$ cat config.mk
export PLATFORM = sky130hd
export DESIGN_NAME = ppf_top
export DESIGN_NICKNAME = d
export VERILOG_FILES = /design/src/ppf_top.v /design/src/ppf_phase_det.v /design/src/ppf_fault_prio.v
export VERILOG_INCLUDE_DIRS = /design/src /design/src/common
export SDC_FILE = /design/constraint.sdc
export NUM_CORES = 1
export LEC_CHECK = 0
export ABC_AREA = 1
export CORE_MARGIN = 2
export CORE_UTILIZATION = 35
export DETAILED_ROUTE_END_ITERATION = 12
export DONT_BUFFER_PORTS = 1
export MAX_ROUTING_LAYER = met4
export PLACE_DENSITY = 0.51
export SLEW_MARGIN = 20
export SYNTH_ARGS = -nofsm -noshare
export SYNTH_HDL_FRONTEND = slang
export SYNTH_SLANG_ARGS = --single-unit
export TNS_END_PERCENT = 5
$ cat constraint.sdc
create_clock -name mclk_in -period 3.05 [get_ports mclk_in]
set_input_delay 0.1525 -clock mclk_in [delete_from_list [all_inputs] [get_ports mclk_in]]
set_output_delay 0.1525 -clock mclk_in [all_outputs]
set_load 0.02 [all_outputs]
$ cat src/common/ppf_consts.vh
// Register map, field positions, reset values and codes of the phase protect block
`ifndef PPF_CONSTS_VH
`define PPF_CONSTS_VH

`define PPF_AW 4
`define PPF_DW 16
`define PPF_A_CTRL 4'h0
`define PPF_A_TCTRL 4'h1
`define PPF_A_CAPTURE 4'h2
`define PPF_A_PERIOD 4'h3
`define PPF_A_PMAX 4'h4
`define PPF_A_THRESH 4'h5
`define PPF_A_STATUS 4'h6
`define PPF_A_FEN 4'h7
`define PPF_A_ACT0 4'h8
`define PPF_A_ACT1 4'h9
`define PPF_A_ACT2 4'ha
`define PPF_A_PMIN 4'hb
`define PPF_A_PDEC 4'hc
`define PPF_A_FSTATE 4'hd

// Control register fields
`define PPF_C_SRC 0
`define PPF_C_LIMEN 1
`define PPF_C_RUN 2
`define PPF_C_CAPM 3
`define PPF_C_EDGE_LO 4
`define PPF_C_PHSEL 6
`define PPF_CTRL_W 7
// Timer control fields
`define PPF_T_RUN 3
// Status fields
`define PPF_S_CAP 0
`define PPF_S_VIOL 1
`define PPF_S_SMALL 2
`define PPF_S_NONE 3
`define PPF_S_FSD 4
// Fault enable register fields
`define PPF_F_SEN 8
`define PPF_F_STRIG 9

`define PPF_PERIOD_RST 12'h01f3
`define PPF_PMAX_RST 12'h0fff
`define PPF_PMIN_RST 12'h0190
`define PPF_PDEC_RST 12'h001e
`define PPF_THRESH_RST 10'h000
`define PPF_WAIT_BASE 17'h0_0100

// Protect action codes, lower code wins
`define PPF_ACT_SHUT 2'h0
`define PPF_ACT_SHUT_END 2'h1
`define PPF_ACT_ADJ_SHUT 2'h2
`define PPF_ACT_ADJ 2'h3

`endif

$ cat src/ppf_top.v
// Cookware timer, period guard, phase protection and fault trigger front end
//
// The register offsets and strobed register access were left to the implementer.
`timescale 1ns/1ps
`include "ppf_consts.vh"
module ppf_top #(
    parameter [16:0] WAIT_BASE_CYCLES = `PPF_WAIT_BASE
) (
    input wire mclk_in,
    input wire rst_in,
    input wire current_cmp0_out_in,
    input wire current_cmp1_out_in,
    input wire [6:0] fault_cmp_out_in,
    input wire bridge_out_a_in,
    input wire bridge_out_b_in,
    input wire [3:0] addr_in,
    input wire [15:0] wdata_in,
    input wire wr_in,
    input wire rd_in,
    output reg [15:0] rdata_out,
    output reg [11:0] pwm_period_out,
    output reg pwm_run_out,
    output reg pwm_safe_out,
    output reg capture_irq_out,
    output reg phase_protect_irq_out,
    output reg fault_irq_out
);
    localparam S_IDLE = 2'd0;
    localparam S_RUN = 2'd1;

    reg [`PPF_CTRL_W-1:0] ctrl_q;
    reg [2:0] wait_sel_q;
    reg timer_run_q;
    reg [9:0] cnt_q;
    reg [9:0] cap_q;
    reg [16:0] wait_cnt_q;
    reg [11:0] period_q;
    reg [11:0] pmax_q;
    reg [11:0] pmin_q;
    reg [11:0] pdec_q;
    reg [9:0] thresh_q;
    reg [4:0] stat_q;
    reg [4:0] stat_d;
    reg [7:0] fen_q;
    reg sfen_q;
    reg strig_q;
    reg [17:0] act_q;
    reg [1:0] fstate_q;
    reg [1:0] fcode_q;
    reg ev_prev_q;
    reg cap_prev_q;
    reg bra_prev_q;
    reg [15:0] rd_val;
    reg shut_now;
    reg [1:0] fstate_d;
    reg [1:0] fcode_d;
    reg adj_now;

    wire [1:0] small_pulse;
    wire [1:0] none_pulse;
    wire [1:0] trig = {bridge_out_b_in, bridge_out_a_in};
    wire [1:0] cmp = {current_cmp1_out_in, current_cmp0_out_in};
    // Phase output is high while voltage leads the lagging current
    wire [1:0] phase = trig & ~cmp;

    genvar ch;
    generate
        for (ch = 0; ch < 2; ch = ch + 1) begin : g_ch
            ppf_phase_det u_det (
                .mclk_in(mclk_in),
                .rst_in(rst_in),
                .trig_in(trig[ch]),
                .cmp_in(cmp[ch]),
                .phase_in(phase[ch]),
                .thresh_in(thresh_q),
                .small_out(small_pulse[ch]),
                .none_out(none_pulse[ch])
            );
        end
    endgenerate

    wire wr_ctrl = wr_in && (addr_in == `PPF_A_CTRL);
    wire wr_tctrl = wr_in && (addr_in == `PPF_A_TCTRL);
    wire wr_period = wr_in && (addr_in == `PPF_A_PERIOD);
    wire wr_stat = wr_in && (addr_in == `PPF_A_STATUS);

    // Event clock source and edge detect
    wire ev_clk = ctrl_q[`PPF_C_SRC] ? current_cmp1_out_in
                                     : current_cmp0_out_in;
    wire ev_rise = ev_clk & ~ev_prev_q;
    wire cap_in = ctrl_q[`PPF_C_PHSEL] ? phase[1] : phase[0];
    wire [1:0] edge_sel = ctrl_q[`PPF_C_EDGE_LO+1:`PPF_C_EDGE_LO];
    wire cap_rise = cap_in & ~cap_prev_q;
    wire cap_fall = ~cap_in & cap_prev_q;
    wire cap_edge = (edge_sel == 2'h0) ? cap_rise :
                    (edge_sel == 2'h1) ? cap_fall : (cap_rise | cap_fall);
    wire [16:0] wait_len = WAIT_BASE_CYCLES << wait_sel_q;
    wire timer_start = wr_tctrl && wdata_in[`PPF_T_RUN] && !timer_run_q;
    wire capm = ctrl_q[`PPF_C_CAPM];
    wire win_end = timer_run_q && !capm && !timer_start &&
                   (wait_cnt_q == wait_len - 17'h0_0001);
    wire cap_hit = timer_run_q && capm && !timer_start && cap_edge;

    // Fault sources and priority
    wire [8:0] src = {strig_q, fault_cmp_out_in, phase_protect_irq_out};
    wire [8:0] src_en = src & {sfen_q, fen_q};
    wire f_any;
    wire [1:0] f_code;
    ppf_fault_prio u_prio (
        .active_in(src_en),
        .sel_in(act_q),
        .any_out(f_any),
        .code_out(f_code)
    );

    wire period_end = bridge_out_a_in & ~bra_prev_q;
    wire [11:0] adj_period = period_q - pdec_q;
    wire adj_ok = (period_q >= pdec_q) && (adj_period >= pmin_q);
    wire adjusting = (fstate_q == S_RUN) && fcode_q[1];
    wire over_max = ctrl_q[`PPF_C_LIMEN] && (wdata_in[11:0] > pmax_q);
    wire period_take = wr_period && !over_max && !adjusting;

    // Status flags: hardware set wins over a software clear in one cycle
    always @* begin
        stat_d = stat_q;
        if (wr_stat) begin
            stat_d = stat_q & wdata_in[4:0];
        end
        if (win_end || cap_hit) begin
            stat_d[`PPF_S_CAP] = 1'b1;
        end
        if (wr_period && over_max) begin
            stat_d[`PPF_S_VIOL] = 1'b1;
        end
        if (|small_pulse) begin
            stat_d[`PPF_S_SMALL] = 1'b1;
        end
        if (|none_pulse) begin
            stat_d[`PPF_S_NONE] = 1'b1;
        end
        if (shut_now) begin
            stat_d[`PPF_S_FSD] = 1'b1;
        end
    end

    // Fault action sequencing
    always @* begin
        fstate_d = fstate_q;
        fcode_d = fcode_q;
        shut_now = 1'b0;
        adj_now = 1'b0;
        case (fstate_q)
            S_IDLE: begin
                if (f_any) begin
                    fstate_d = S_RUN;
                    fcode_d = f_code;
                end
            end
            S_RUN: begin
                if (f_any && (f_code < fcode_q)) begin
                    fcode_d = f_code;
                end else begin
                    case (fcode_q)
                        `PPF_ACT_SHUT: begin
                            shut_now = 1'b1;
                            fstate_d = S_IDLE;
                        end
                        `PPF_ACT_SHUT_END: begin
                            if (period_end) begin
                                shut_now = 1'b1;
                                fstate_d = S_IDLE;
                            end
                        end
                        default: begin
                            if (period_end) begin
                                if (adj_ok) begin
                                    adj_now = 1'b1;
                                end else begin
                                    shut_now = ~fcode_q[0];
                                    fstate_d = S_IDLE;
                                end
                            end
                        end
                    endcase
                end
            end
            default: fstate_d = S_IDLE;
        endcase
    end

    // Register file writes and timer
    always @(posedge mclk_in) begin
        if (rst_in) begin
            ctrl_q <= {`PPF_CTRL_W{1'b0}};
            wait_sel_q <= 3'h0;
            timer_run_q <= 1'b0;
            cnt_q <= 10'h000;
            cap_q <= 10'h000;
            wait_cnt_q <= 17'h0_0000;
            period_q <= `PPF_PERIOD_RST;
            pmax_q <= `PPF_PMAX_RST;
            pmin_q <= `PPF_PMIN_RST;
            pdec_q <= `PPF_PDEC_RST;
            thresh_q <= `PPF_THRESH_RST;
            stat_q <= 5'h00;
            fen_q <= 8'h00;
            sfen_q <= 1'b0;
            strig_q <= 1'b0;
            act_q <= 18'h0_0000;
            fstate_q <= S_IDLE;
            fcode_q <= `PPF_ACT_SHUT;
            ev_prev_q <= 1'b0;
            cap_prev_q <= 1'b0;
            bra_prev_q <= 1'b0;
        end else begin
            ev_prev_q <= ev_clk;
            cap_prev_q <= cap_in;
            bra_prev_q <= bridge_out_a_in;
            stat_q <= stat_d;
            fstate_q <= fstate_d;
            fcode_q <= fcode_d;
            if (wr_ctrl) begin
                ctrl_q <= wdata_in[`PPF_CTRL_W-1:0];
            end
            if (shut_now) begin
                ctrl_q[`PPF_C_RUN] <= 1'b0;
            end
            if (wr_tctrl) begin
                wait_sel_q <= wdata_in[2:0];
                timer_run_q <= wdata_in[`PPF_T_RUN];
            end
            if (timer_start) begin
                // Only a rising run bit resets the count
                cnt_q <= 10'h000;
                wait_cnt_q <= 17'h0_0000;
            end else if (timer_run_q) begin
                if (capm) begin
                    cnt_q <= cnt_q + 10'h001;
                    if (cap_edge) begin
                        cap_q <= cnt_q;
                    end
                end else begin
                    if (ev_rise) begin
                        cnt_q <= cnt_q + 10'h001;
                    end
                    wait_cnt_q <= wait_cnt_q + 17'h0_0001;
                    if (win_end) begin
                        cap_q <= cnt_q;
                        timer_run_q <= 1'b0;
                    end
                end
            end
            if (period_take) begin
                period_q <= wdata_in[11:0];
            end else if (adj_now) begin
                period_q <= adj_period;
            end
            if (wr_in && (addr_in == `PPF_A_PMAX)) begin
                pmax_q <= wdata_in[11:0];
            end
            if (wr_in && (addr_in == `PPF_A_PMIN) && !adjusting) begin
                pmin_q <= wdata_in[11:0];
            end
            if (wr_in && (addr_in == `PPF_A_PDEC) && !adjusting) begin
                pdec_q <= wdata_in[11:0];
            end
            if (wr_in && (addr_in == `PPF_A_THRESH)) begin
                thresh_q <= wdata_in[9:0];
            end
            if (wr_in && (addr_in == `PPF_A_FEN)) begin
                fen_q <= wdata_in[7:0];
                sfen_q <= wdata_in[`PPF_F_SEN];
                strig_q <= wdata_in[`PPF_F_STRIG];
            end
            // Selectors change only while no protect action runs
            if (wr_in && (addr_in == `PPF_A_ACT0) && fstate_q == S_IDLE) begin
                act_q[7:0] <= wdata_in[7:0];
            end
            if (wr_in && (addr_in == `PPF_A_ACT1) && fstate_q == S_IDLE) begin
                act_q[15:8] <= wdata_in[7:0];
            end
            if (wr_in && (addr_in == `PPF_A_ACT2) && fstate_q == S_IDLE) begin
                act_q[17:16] <= wdata_in[1:0];
            end
        end
    end

    // Read decode
    always @* begin
        if (addr_in == `PPF_A_CTRL) begin
            rd_val = {9'h000, ctrl_q};
        end else if (addr_in == `PPF_A_TCTRL) begin
            rd_val = {12'h000, timer_run_q, wait_sel_q};
        end else if (addr_in == `PPF_A_CAPTURE) begin
            rd_val = {6'h00, cap_q};
        end else if (addr_in == `PPF_A_PERIOD) begin
            rd_val = {4'h0, period_q};
        end else if (addr_in == `PPF_A_PMAX) begin
            rd_val = {4'h0, pmax_q};
        end else if (addr_in == `PPF_A_THRESH) begin
            rd_val = {6'h00, thresh_q};
        end else if (addr_in == `PPF_A_STATUS) begin
            rd_val = {11'h000, stat_q};
        end else if (addr_in == `PPF_A_FEN) begin
            rd_val = {6'h00, strig_q, sfen_q, fen_q};
        end else if (addr_in == `PPF_A_ACT0) begin
            rd_val = {8'h00, act_q[7:0]};
        end else if (addr_in == `PPF_A_ACT1) begin
            rd_val = {8'h00, act_q[15:8]};
        end else if (addr_in == `PPF_A_ACT2) begin
            rd_val = {14'h0000, act_q[17:16]};
        end else if (addr_in == `PPF_A_PMIN) begin
            rd_val = {4'h0, pmin_q};
        end else if (addr_in == `PPF_A_PDEC) begin
            rd_val = {4'h0, pdec_q};
        end else if (addr_in == `PPF_A_FSTATE) begin
            rd_val = {12'h000, fcode_q, fstate_q};
        end else begin
            rd_val = 16'h0000;
        end
    end

    // Outputs, all registered
    always @(posedge mclk_in) begin
        if (rst_in) begin
            rdata_out <= 16'h0000;
            pwm_period_out <= `PPF_PERIOD_RST;
            pwm_run_out <= 1'b0;
            pwm_safe_out <= 1'b0;
            capture_irq_out <= 1'b0;
            phase_protect_irq_out <= 1'b0;
            fault_irq_out <= 1'b0;
        end else begin
            rdata_out <= rd_in ? rd_val : 16'h0000;
            pwm_period_out <= period_take ? wdata_in[11:0] :
                              adj_now ? adj_period : period_q;
            pwm_run_out <= ctrl_q[`PPF_C_RUN] & ~shut_now;
            // Safe level holds until software restarts the bridge
            if (shut_now) begin
                pwm_safe_out <= 1'b1;
            end else if (wr_ctrl && wdata_in[`PPF_C_RUN]) begin
                pwm_safe_out <= 1'b0;
            end
            capture_irq_out <= stat_d[`PPF_S_CAP];
            phase_protect_irq_out <= stat_d[`PPF_S_SMALL] |
                                     stat_d[`PPF_S_NONE];
            fault_irq_out <= |src_en;
        end
    end
endmodule

$ cat src/ppf_phase_det.v
// Per-channel phase width check over one bridge-output detection period
`timescale 1ns/1ps
`include "ppf_consts.vh"
module ppf_phase_det (
    input wire mclk_in,
    input wire rst_in,
    input wire trig_in,
    input wire cmp_in,
    input wire phase_in,
    input wire [9:0] thresh_in,
    output reg small_out,
    output reg none_out
);
    reg trig_prev_q;
    reg phase_prev_q;
    reg seen_q;
    reg meas_q;
    reg [9:0] width_q;
    wire trig_rise = trig_in & ~trig_prev_q;
    wire ph_rise = phase_in & ~phase_prev_q;
    wire ph_fall = ~phase_in & phase_prev_q;

    always @(posedge mclk_in) begin
        if (rst_in) begin
            trig_prev_q <= 1'b0;
            phase_prev_q <= 1'b0;
            seen_q <= 1'b1;
            meas_q <= 1'b0;
            width_q <= 10'h000;
            small_out <= 1'b0;
            none_out <= 1'b0;
        end else begin
            trig_prev_q <= trig_in;
            phase_prev_q <= phase_in;
            small_out <= 1'b0;
            none_out <= 1'b0;
            if (trig_rise) begin
                // Closes a period and opens the next, pulse included
                none_out <= ~seen_q & ~cmp_in;
                seen_q <= ph_rise;
                meas_q <= ph_rise;
                width_q <= 10'h001;
            end else if (ph_rise && !seen_q) begin
                // Later pulses of this period are never measured
                seen_q <= 1'b1;
                meas_q <= 1'b1;
                width_q <= 10'h001;
            end else if (meas_q) begin
                if (ph_fall) begin
                    meas_q <= 1'b0;
                    small_out <= (width_q < thresh_in);
                end else if (width_q != 10'h3ff) begin
                    width_q <= width_q + 10'h001;
                end
            end
        end
    end
endmodule

$ cat src/ppf_fault_prio.v
// Picks the highest-priority action code among active fault sources
`timescale 1ns/1ps
`include "ppf_consts.vh"
module ppf_fault_prio (
    input wire [8:0] active_in,
    input wire [17:0] sel_in,
    output wire any_out,
    output wire [1:0] code_out
);
    wire [8:0] has0;
    wire [8:0] has1;
    wire [8:0] has2;
    genvar i;
    generate
        for (i = 0; i < 9; i = i + 1) begin : g_src
            assign has0[i] = active_in[i] & (sel_in[2*i+1:2*i] == 2'h0);
            assign has1[i] = active_in[i] & (sel_in[2*i+1:2*i] == 2'h1);
            assign has2[i] = active_in[i] & (sel_in[2*i+1:2*i] == 2'h2);
        end
    endgenerate
    assign any_out = |active_in;
    // Code 00 beats 01 beats 10 beats 11
    assign code_out = (|has0) ? `PPF_ACT_SHUT :
                      (|has1) ? `PPF_ACT_SHUT_END :
                      (|has2) ? `PPF_ACT_ADJ_SHUT : `PPF_ACT_ADJ;
endmodule

==> results.tsv, run 1 <==
stage	metric	value	unit
detailed_routing	drc_errors	0	
yosys	ys_seq_area_share	37.0	%
floorplan	fp-row-count	63	
placement	dpl_worst_slack	-0.189	ns
floorplan	die_area	31000	sq um
grt	grt_pass1_wl	52800	um
job	cap_viol_max_count	0	
final_layout	drive_gt1_share	12.0	%
critical_path	worstSetupPathType	reg -> reg	
timing	rsz0062_at_grt	yes	
yosys	syn_area	10400	sq um
clock_network	max-clock-path-buffers	2	
yosys	postSynth.asyncResetShare	0	%
grt	grt_max_degree	67	
power_and_ir_drop	p_leak	5.04	nW
run_status	violations	setup timing	
timing	fin_crit	3.16	ns
placement	portBuffers	0	
placement	place.detailed.hpwl	25300	um
detailed_routing	ant_nets	0	
floorplan	io_pins	68	
timing	skew	0.0148	ns
timing	finalSetupViolCount	6	
floorplan	die_h	176	um
run_status	outcome	finished with violations	
critical_path	crit_chain	inv_2, ha_4, inv_2, fa_2, nand3_2, nand2_2, nand2_2, nand3_2, a21oi_2, xor2_1, ha_1, nand2_2, o21a_1, nand4_1, nand2_2, buf_6, nand2_2, nand2_1, nand4_1, nand2_2, nor2_1	
timing	worstMarginPinSlew	0.835	ns
timing	hold_violations	0	
timing	post-route-period-util	104	%
detailed_routing	first_pass_iters	5	
clock_network	insertion_delay	0.45	ns
grt	antenna_found_initial	1	
placement	globalplace.congestion	0.960	
detailed_routing	vias_per_cell	5.14	
critical_path	cp-start-kind	flop	
timing	slew_violations	0	
timing	slew_headroom	44.1	%
worst_hold_path	hold_class	in -> reg	
critical_path	reg2reg_slack	-0.11	ns
clock_network	cts_sinks	192	
clock_network	path_clk_slew	0.07	ns
grt	grt-ovfl-total	0	
clock_network	cts_made_buffers	17	
yosys	synth.ff_latch_count	192	
critical_path	endpoint_kind	flop	
critical_path	cp_slowest_stage_delay	0.35	ns
final_layout	layout.nets	1617	
clock_network	cts_tree	built	
grt	grt_usage	23.0	%
yosys	avgSynthCellArea	7.12	sq um
critical_path	critical_path_arrival	3.50	ns
grt	grt_pass1_vias	9269	
yosys	synth_flop_cell	dfxtp_1	
floorplan	core_area	29400	sq um
critical_path	crit_family	simple AND/OR/NAND/NOR gates	
critical_path	crit_fanout	3	
timing	fin_ws	-0.111	ns
clock_network	clockRootBuffer	clkbuf_16	
yosys	yosys_warnings	0	
timing	tns	-0.393	ns
yosys	syn_inst	1457	
final_layout	area_delta_synth_final	17.9	%
power_and_ir_drop	irDropWorstVdd	0.000316	V
yosys	synth_edf_count	0	
clock_network	cts-htree-levels	4	
timing	fmax	316	MHz
critical_path	critPathBufInv	3	
power_and_ir_drop	powerDensity	463	nW/um^2
critical_path	crit_path_top_delay_cell	fa_2	
yosys	synth_cell_types	54	
detailed_routing	vias	9886	
floorplan	die_w	176	um
floorplan	start_util	35.3	%
detailed_routing	wirelength	34500	um
critical_path	crit_top_cell	nand2_2	
detailed_routing	wl_per_cell	17.9	um
detailed_routing	drtIter0Drc	785	
critical_path	cp_data_required_time	3.38	ns
==> Yosys cell counts (9+ instances only) <==
cell	count	share of area, %
nand2_1	267	9.7
inv_1	215	7.8
dfxtp_1	192	37
a21oi_1	154	7.4
o21ai_0	121	5.8
nor2_1	113	4.1
ha_1	61	7.4
nand3_1	61	2.9
nor3_1	31	1.5
nand4_1	26	1.6
clkbuf_1	25	0.90
o211ai_1	24	1.7
xor2_1	14	1.2
a211oi_1	13	0.94
inv_2	11	0.40
buf_2	10	0.48
o2111ai_1	9	0.76
==> timing repair <==
action / in CTS / in global routing
endpoints found under the hold margin: 126 / 0
setup endpoints to repair: 16 / 17
resized for setup: 21 / 26
pin swaps: 15 / 19
buffers inserted: 8 / 2
hold buffers: 22 / 0
==> final timing paths <==
path | startpoint | end | cells after the start
max | pwm_period_out[0]$_SDFFE_PP1P_ | pwm_run_out$_SDFF_PP0_ | 21
min | current_cmp0_out_in | ev_prev_q$_SDFF_PP0_ | 3
max reg2reg | pwm_period_out[0]$_SDFFE_PP1P_ | pwm_run_out$_SDFF_PP0_ | 21
min reg2reg | ctrl_q[2]$_SDFFE_PP0P_ | pwm_run_out$_SDFF_PP0_ | 2
==> logic make-up after synthesis <==
family,Yosys count,synth area share [%]
compound gates,372,20.5
xor+xnor,16,1.35
fa+ha+maj,62,7.55
buf+inv,270,10.2
flops,192,37.0
other cells,1,0.0361
simple gates,544,23.3
==> cell usage in the layout (no fill, tap or decap), drive strengths merged, types with 8 or more instances in the layout <==
master       count
dlygate4sd3     21
buf             63
dfxtp          192
nand2          274
nor3            35
a211oi          16
clkbuf          17
o2111ai          9
a31oi            8
nor2           125
nand3           63
nor4             8
o211ai          24
a21oi          154
ha              61
nand4           29
xor2            14
inv            234
o21ai          130
==> where the power goes <==
group / internal (mW) / total [mW] / switching, mW
sequential: 2.56 / 2.60 / 0.0434
clock: 1.32 / 2.44 / 1.12
combinational: 0.221 / 0.625 / 0.404
total: 4.10 / 5.66 / 1.56
==> routing by layer <==
metal	wire (um)	track usage (%)
met2	16100	37.3
met1	15500	27.9
met4	1170	9.02
met5	0	-
met3	1780	4.78
==> registers in the layout, indices dropped and copies added, names as in the netlist, 3 cells and up <==
signal	cells
pmin_q	12
cap_q	10
stat_q	5
cnt_q	10
rdata_out	12
pwm_period_out	12
pmax_q	12
act_q	18
g_ch.u_det.width_q	20
pdec_q	12
fen_q	8
wait_sel_q	3
ctrl_q	7
wait_cnt_q	17
thresh_q	10
==> metrics by stage <==
step | hold slack (ns) | cells | utilization [%] | instance area (sq um) | power, mW
final | 0.00588 | 1925 | 41.6 | 12200 | 5.66
after global placement | 0.233 | 1859 | 37.7 | 11100 | 3.15
after global routing | 0.0135 | 1924 | 41.6 | 12200 | 5.87
after CTS | 0.00830 | 1921 | 41.1 | 12100 | 5.70
after detailed placement | 0.234 | 1859 | 37.7 | 11100 | 3.16
after floorplan | 0.230 | 1460 | - | 10400 | 3.01
==> worst min-delay path: cells and delay by family <==
kind               cells  cell delay [ns]
AOI/OAI and AO/OA      1             0.10
and+or+nand+nor        2             0.16
==> area by class of cell <==
class	count	area, sq um
Inverter	227	856
Sequential cell	192	3850
Multi-Input combinational cell	998	5700
Clock buffer	17	425
Tap cell	390	488
Clock inverter	15	194
Timing Repair Buffer	84	716
Fill cell	3067	17200
Antenna cell	2	5.00
No activity file was read; power rests on OpenSTA's default activity.
==> inputs of run 2 (changes only) <==
--- a/config.mk
+++ b/config.mk
@@ -13,6 +13,7 @@
 export DONT_BUFFER_PORTS = 1
 export MAX_ROUTING_LAYER = met4
 export PLACE_DENSITY = 0.51
+export SKIP_LAST_GASP = 1
 export SLEW_MARGIN = 20
 export SYNTH_ARGS = -nofsm -noshare
 export SYNTH_HDL_FRONTEND = slang
==> results.tsv, run 2 (same netlist as run 1, synthesis figures left out) <==
stage	metric	value	unit	change
critical_path	crit_path_top_delay_cell	fa_2		unchanged
clock_network	cts_made_buffers	17		unchanged
final_layout	final_common_cell	nand2_1		unchanged
floorplan	start_util	35.3	%	unchanged
critical_path	cp_data_required_time	3.39	ns	was 3.38 ns
placement	globalplace.congestion	0.960		unchanged
floorplan	die_w	176	um	unchanged
final_layout	area_delta_synth_final	17.6	%	was 17.9%
critical_path	crit_family	simple AND/OR/NAND/NOR gates		unchanged
timing	fin_ws	-0.105	ns	was -0.111 ns
run_status	outcome	finished with violations		unchanged
final_layout	top_regs	g_ch.u_det.width_q: 20 flops, act_q: 18 flops, wait_cnt_q: 17 flops		unchanged
placement	portBuffers	0		unchanged
detailed_routing	vias	9881		was 9886
final_layout	drive_gt1_share	11.8	%	was 12.0%
placement	dpl_worst_slack	-0.189	ns	unchanged
final_layout	layout_common_cells	nand2_1 (261), inv_1 (211), dfxtp_1 (189)		was nand2_1 (260), inv_1 (211), dfxtp_1 (189)
detailed_routing	first_pass_iters	5		unchanged
critical_path	cp_slowest_stage_delay	0.35	ns	about the same
floorplan	die_h	176	um	unchanged
floorplan	core_area	29400	sq um	unchanged
timing	finalSetupViolCount	6		unchanged
power_and_ir_drop	irDropWorstVdd	0.000316	V	about the same
timing	slew_headroom	44.7	%	was 44.1%
grt	grt_max_degree	67		unchanged
job	cap_viol_max_count	0		unchanged
critical_path	crit_top_cell	nand2_2		unchanged
detailed_routing	vias_per_cell	5.13		was 5.14
grt	antenna_found_initial	1		unchanged
timing	fmax	317	MHz	was 316 MHz
timing	hold_ws	0.00563	ns	was 0.00588 ns
timing	slew_violations	0		unchanged
clock_network	cts_tree	built		unchanged
detailed_routing	wl_per_cell	18.0	um	was 17.9 um
clock_network	cts_sinks	192		unchanged
detailed_routing	wirelength	34600	um	was 34500 um
critical_path	crit_chain	inv_2, ha_4, inv_2, fa_2, nand3_2, nand2_2, nand2_2, nand3_2, a21oi_2, xor2_1, ha_1, nand2_2, o21a_1, nand4_1, nand2_2, buf_6, nand2_2, nand2_1, nand4_1, nand2_2, nor2_1		unchanged
floorplan	die_area	31000	sq um	unchanged
clock_network	clockRootBuffer	clkbuf_16		unchanged
final_layout	top_register	g_ch.u_det.width_q		unchanged
placement	place.detailed.hpwl	25300	um	unchanged
grt	grt_pass1_wl	52800	um	unchanged
timing	hold_violations	0		unchanged
clock_network	cts-htree-levels	4		unchanged
detailed_routing	drc_errors	0		unchanged
timing	tns	-0.372	ns	was -0.393 ns
timing	worstMarginPinSlew	0.827	ns	was 0.835 ns
critical_path	critPathBufInv	3		unchanged
worst_hold_path	hold_class	in -> reg		unchanged
power_and_ir_drop	powerDensity	464	nW/um^2	was 463 nW/um^2
detailed_routing	ant_nets	0		unchanged
power_and_ir_drop	finalPower	5.66	mW	about the same
critical_path	cp-start-kind	flop		unchanged
clock_network	path_clk_slew	0.08	ns	was 0.07 ns
critical_path	endpoint_kind	flop		unchanged
placement	detailed_place.area	11100	sq um	unchanged
final_layout	largest_reg_flops	20		unchanged
run_status	violations	setup timing		unchanged
grt	grt-ovfl-total	0		unchanged
clock_network	max-clock-path-buffers	2		unchanged
critical_path	critical_path_arrival	3.49	ns	was 3.50 ns
timing	rsz0062_at_grt	yes		unchanged
grt	grt_pass1_vias	9269		unchanged
power_and_ir_drop	p_leak	5.04	nW	about the same
timing	post-route-period-util	103	%	was 104%
critical_path	worstSetupPathType	reg -> reg		unchanged
detailed_routing	drtIter0Drc	794		was 785
floorplan	io_pins	68		unchanged
grt	grt_usage	23.0	%	unchanged
final_layout	final_area	12200	sq um	about the same
final_layout	layout.nets	1617		unchanged
timing	fin_crit	3.16	ns	about the same
clock_network	insertion_delay	0.45	ns	about the same
timing	skew	0.0141	ns	was 0.0148 ns
floorplan	fp-row-count	63		unchanged
critical_path	crit_fanout	3		unchanged
-- run 2: cell counts in the layout (fill, tap and decap cells not counted) --
Identical to the previous run, type by type.
-- run 2: stage by stage --
| stage | instances | utilization [%] |
|---|---|---|
| final | 1925 | 41.5 |
| after global routing | 1924 | 41.5 |
| after CTS | 1921 | 41.1 |
| after detailed placement | 1859 | 37.7 |
| after global placement | 1859 | 37.7 |
| after floorplan | 1460 | - |
-- run 2: where the power goes --
group | internal [mW] | switching [mW] | total [mW]
logic | 0.219 | 0.402 | 0.622
clock network | 1.32 | 1.12 | 2.44
registers | 2.56 | 0.0433 | 2.60
-- run 2: worst paths after layout --
path                                                     start                endpoint  slack (ns)  depth (start not counted)
worst max-delay path            pwm_period_out[0]$_SDFFE_PP1P_  pwm_run_out$_SDFF_PP0_       -0.11                         21
worst min-delay path                       current_cmp0_out_in    ev_prev_q$_SDFF_PP0_       0.006                          3
worst max register to register  pwm_period_out[0]$_SDFFE_PP1P_  pwm_run_out$_SDFF_PP0_       -0.11                         21
worst min register to register          ctrl_q[2]$_SDFFE_PP0P_  pwm_run_out$_SDFF_PP0_        0.45                          2
-- run 2: metal layers --
| layer | share of wire [%] | track usage, % |
|---|---|---|
| met1 | 45 | 27.9 |
| met2 | 47 | 37.3 |
| met3 | 5.3 | 4.78 |
| met4 | 3.3 | 9.02 |
| met5 | 0 | - |
-- run 2: final cells by class --
| cell class | instances | area [sq um] |
|---|---|---|
| Timing Repair Buffer | 84 | 716 |
| Clock buffer | 17 | 425 |
| Inverter | 227 | 853 |
| Clock inverter | 15 | 194 |
| Sequential cell | 192 | 3850 |
| Tap cell | 390 | 488 |
| Multi-Input combinational cell | 998 | 5670 |
| Antenna cell | 2 | 5.00 |
| Fill cell | 3075 | 17200 |
-- run 2: repair_timing --
item | 4_1_cts | 5_1_grt
hold buffers | 22 | 0
hold endpoints to repair | 126 | 0
gates resized for setup | 21 | 21
setup buffers | 8 | 2
gates cloned | 0 | 0
pin swaps | 15 | 19
endpoints found under the setup margin | 16 | 17
-- run 2: tightest hold or removal path, stage by stage --
cell and delay [ns]:
or2_1 0.07, o21ai_1 0.10, nor2_1 0.09
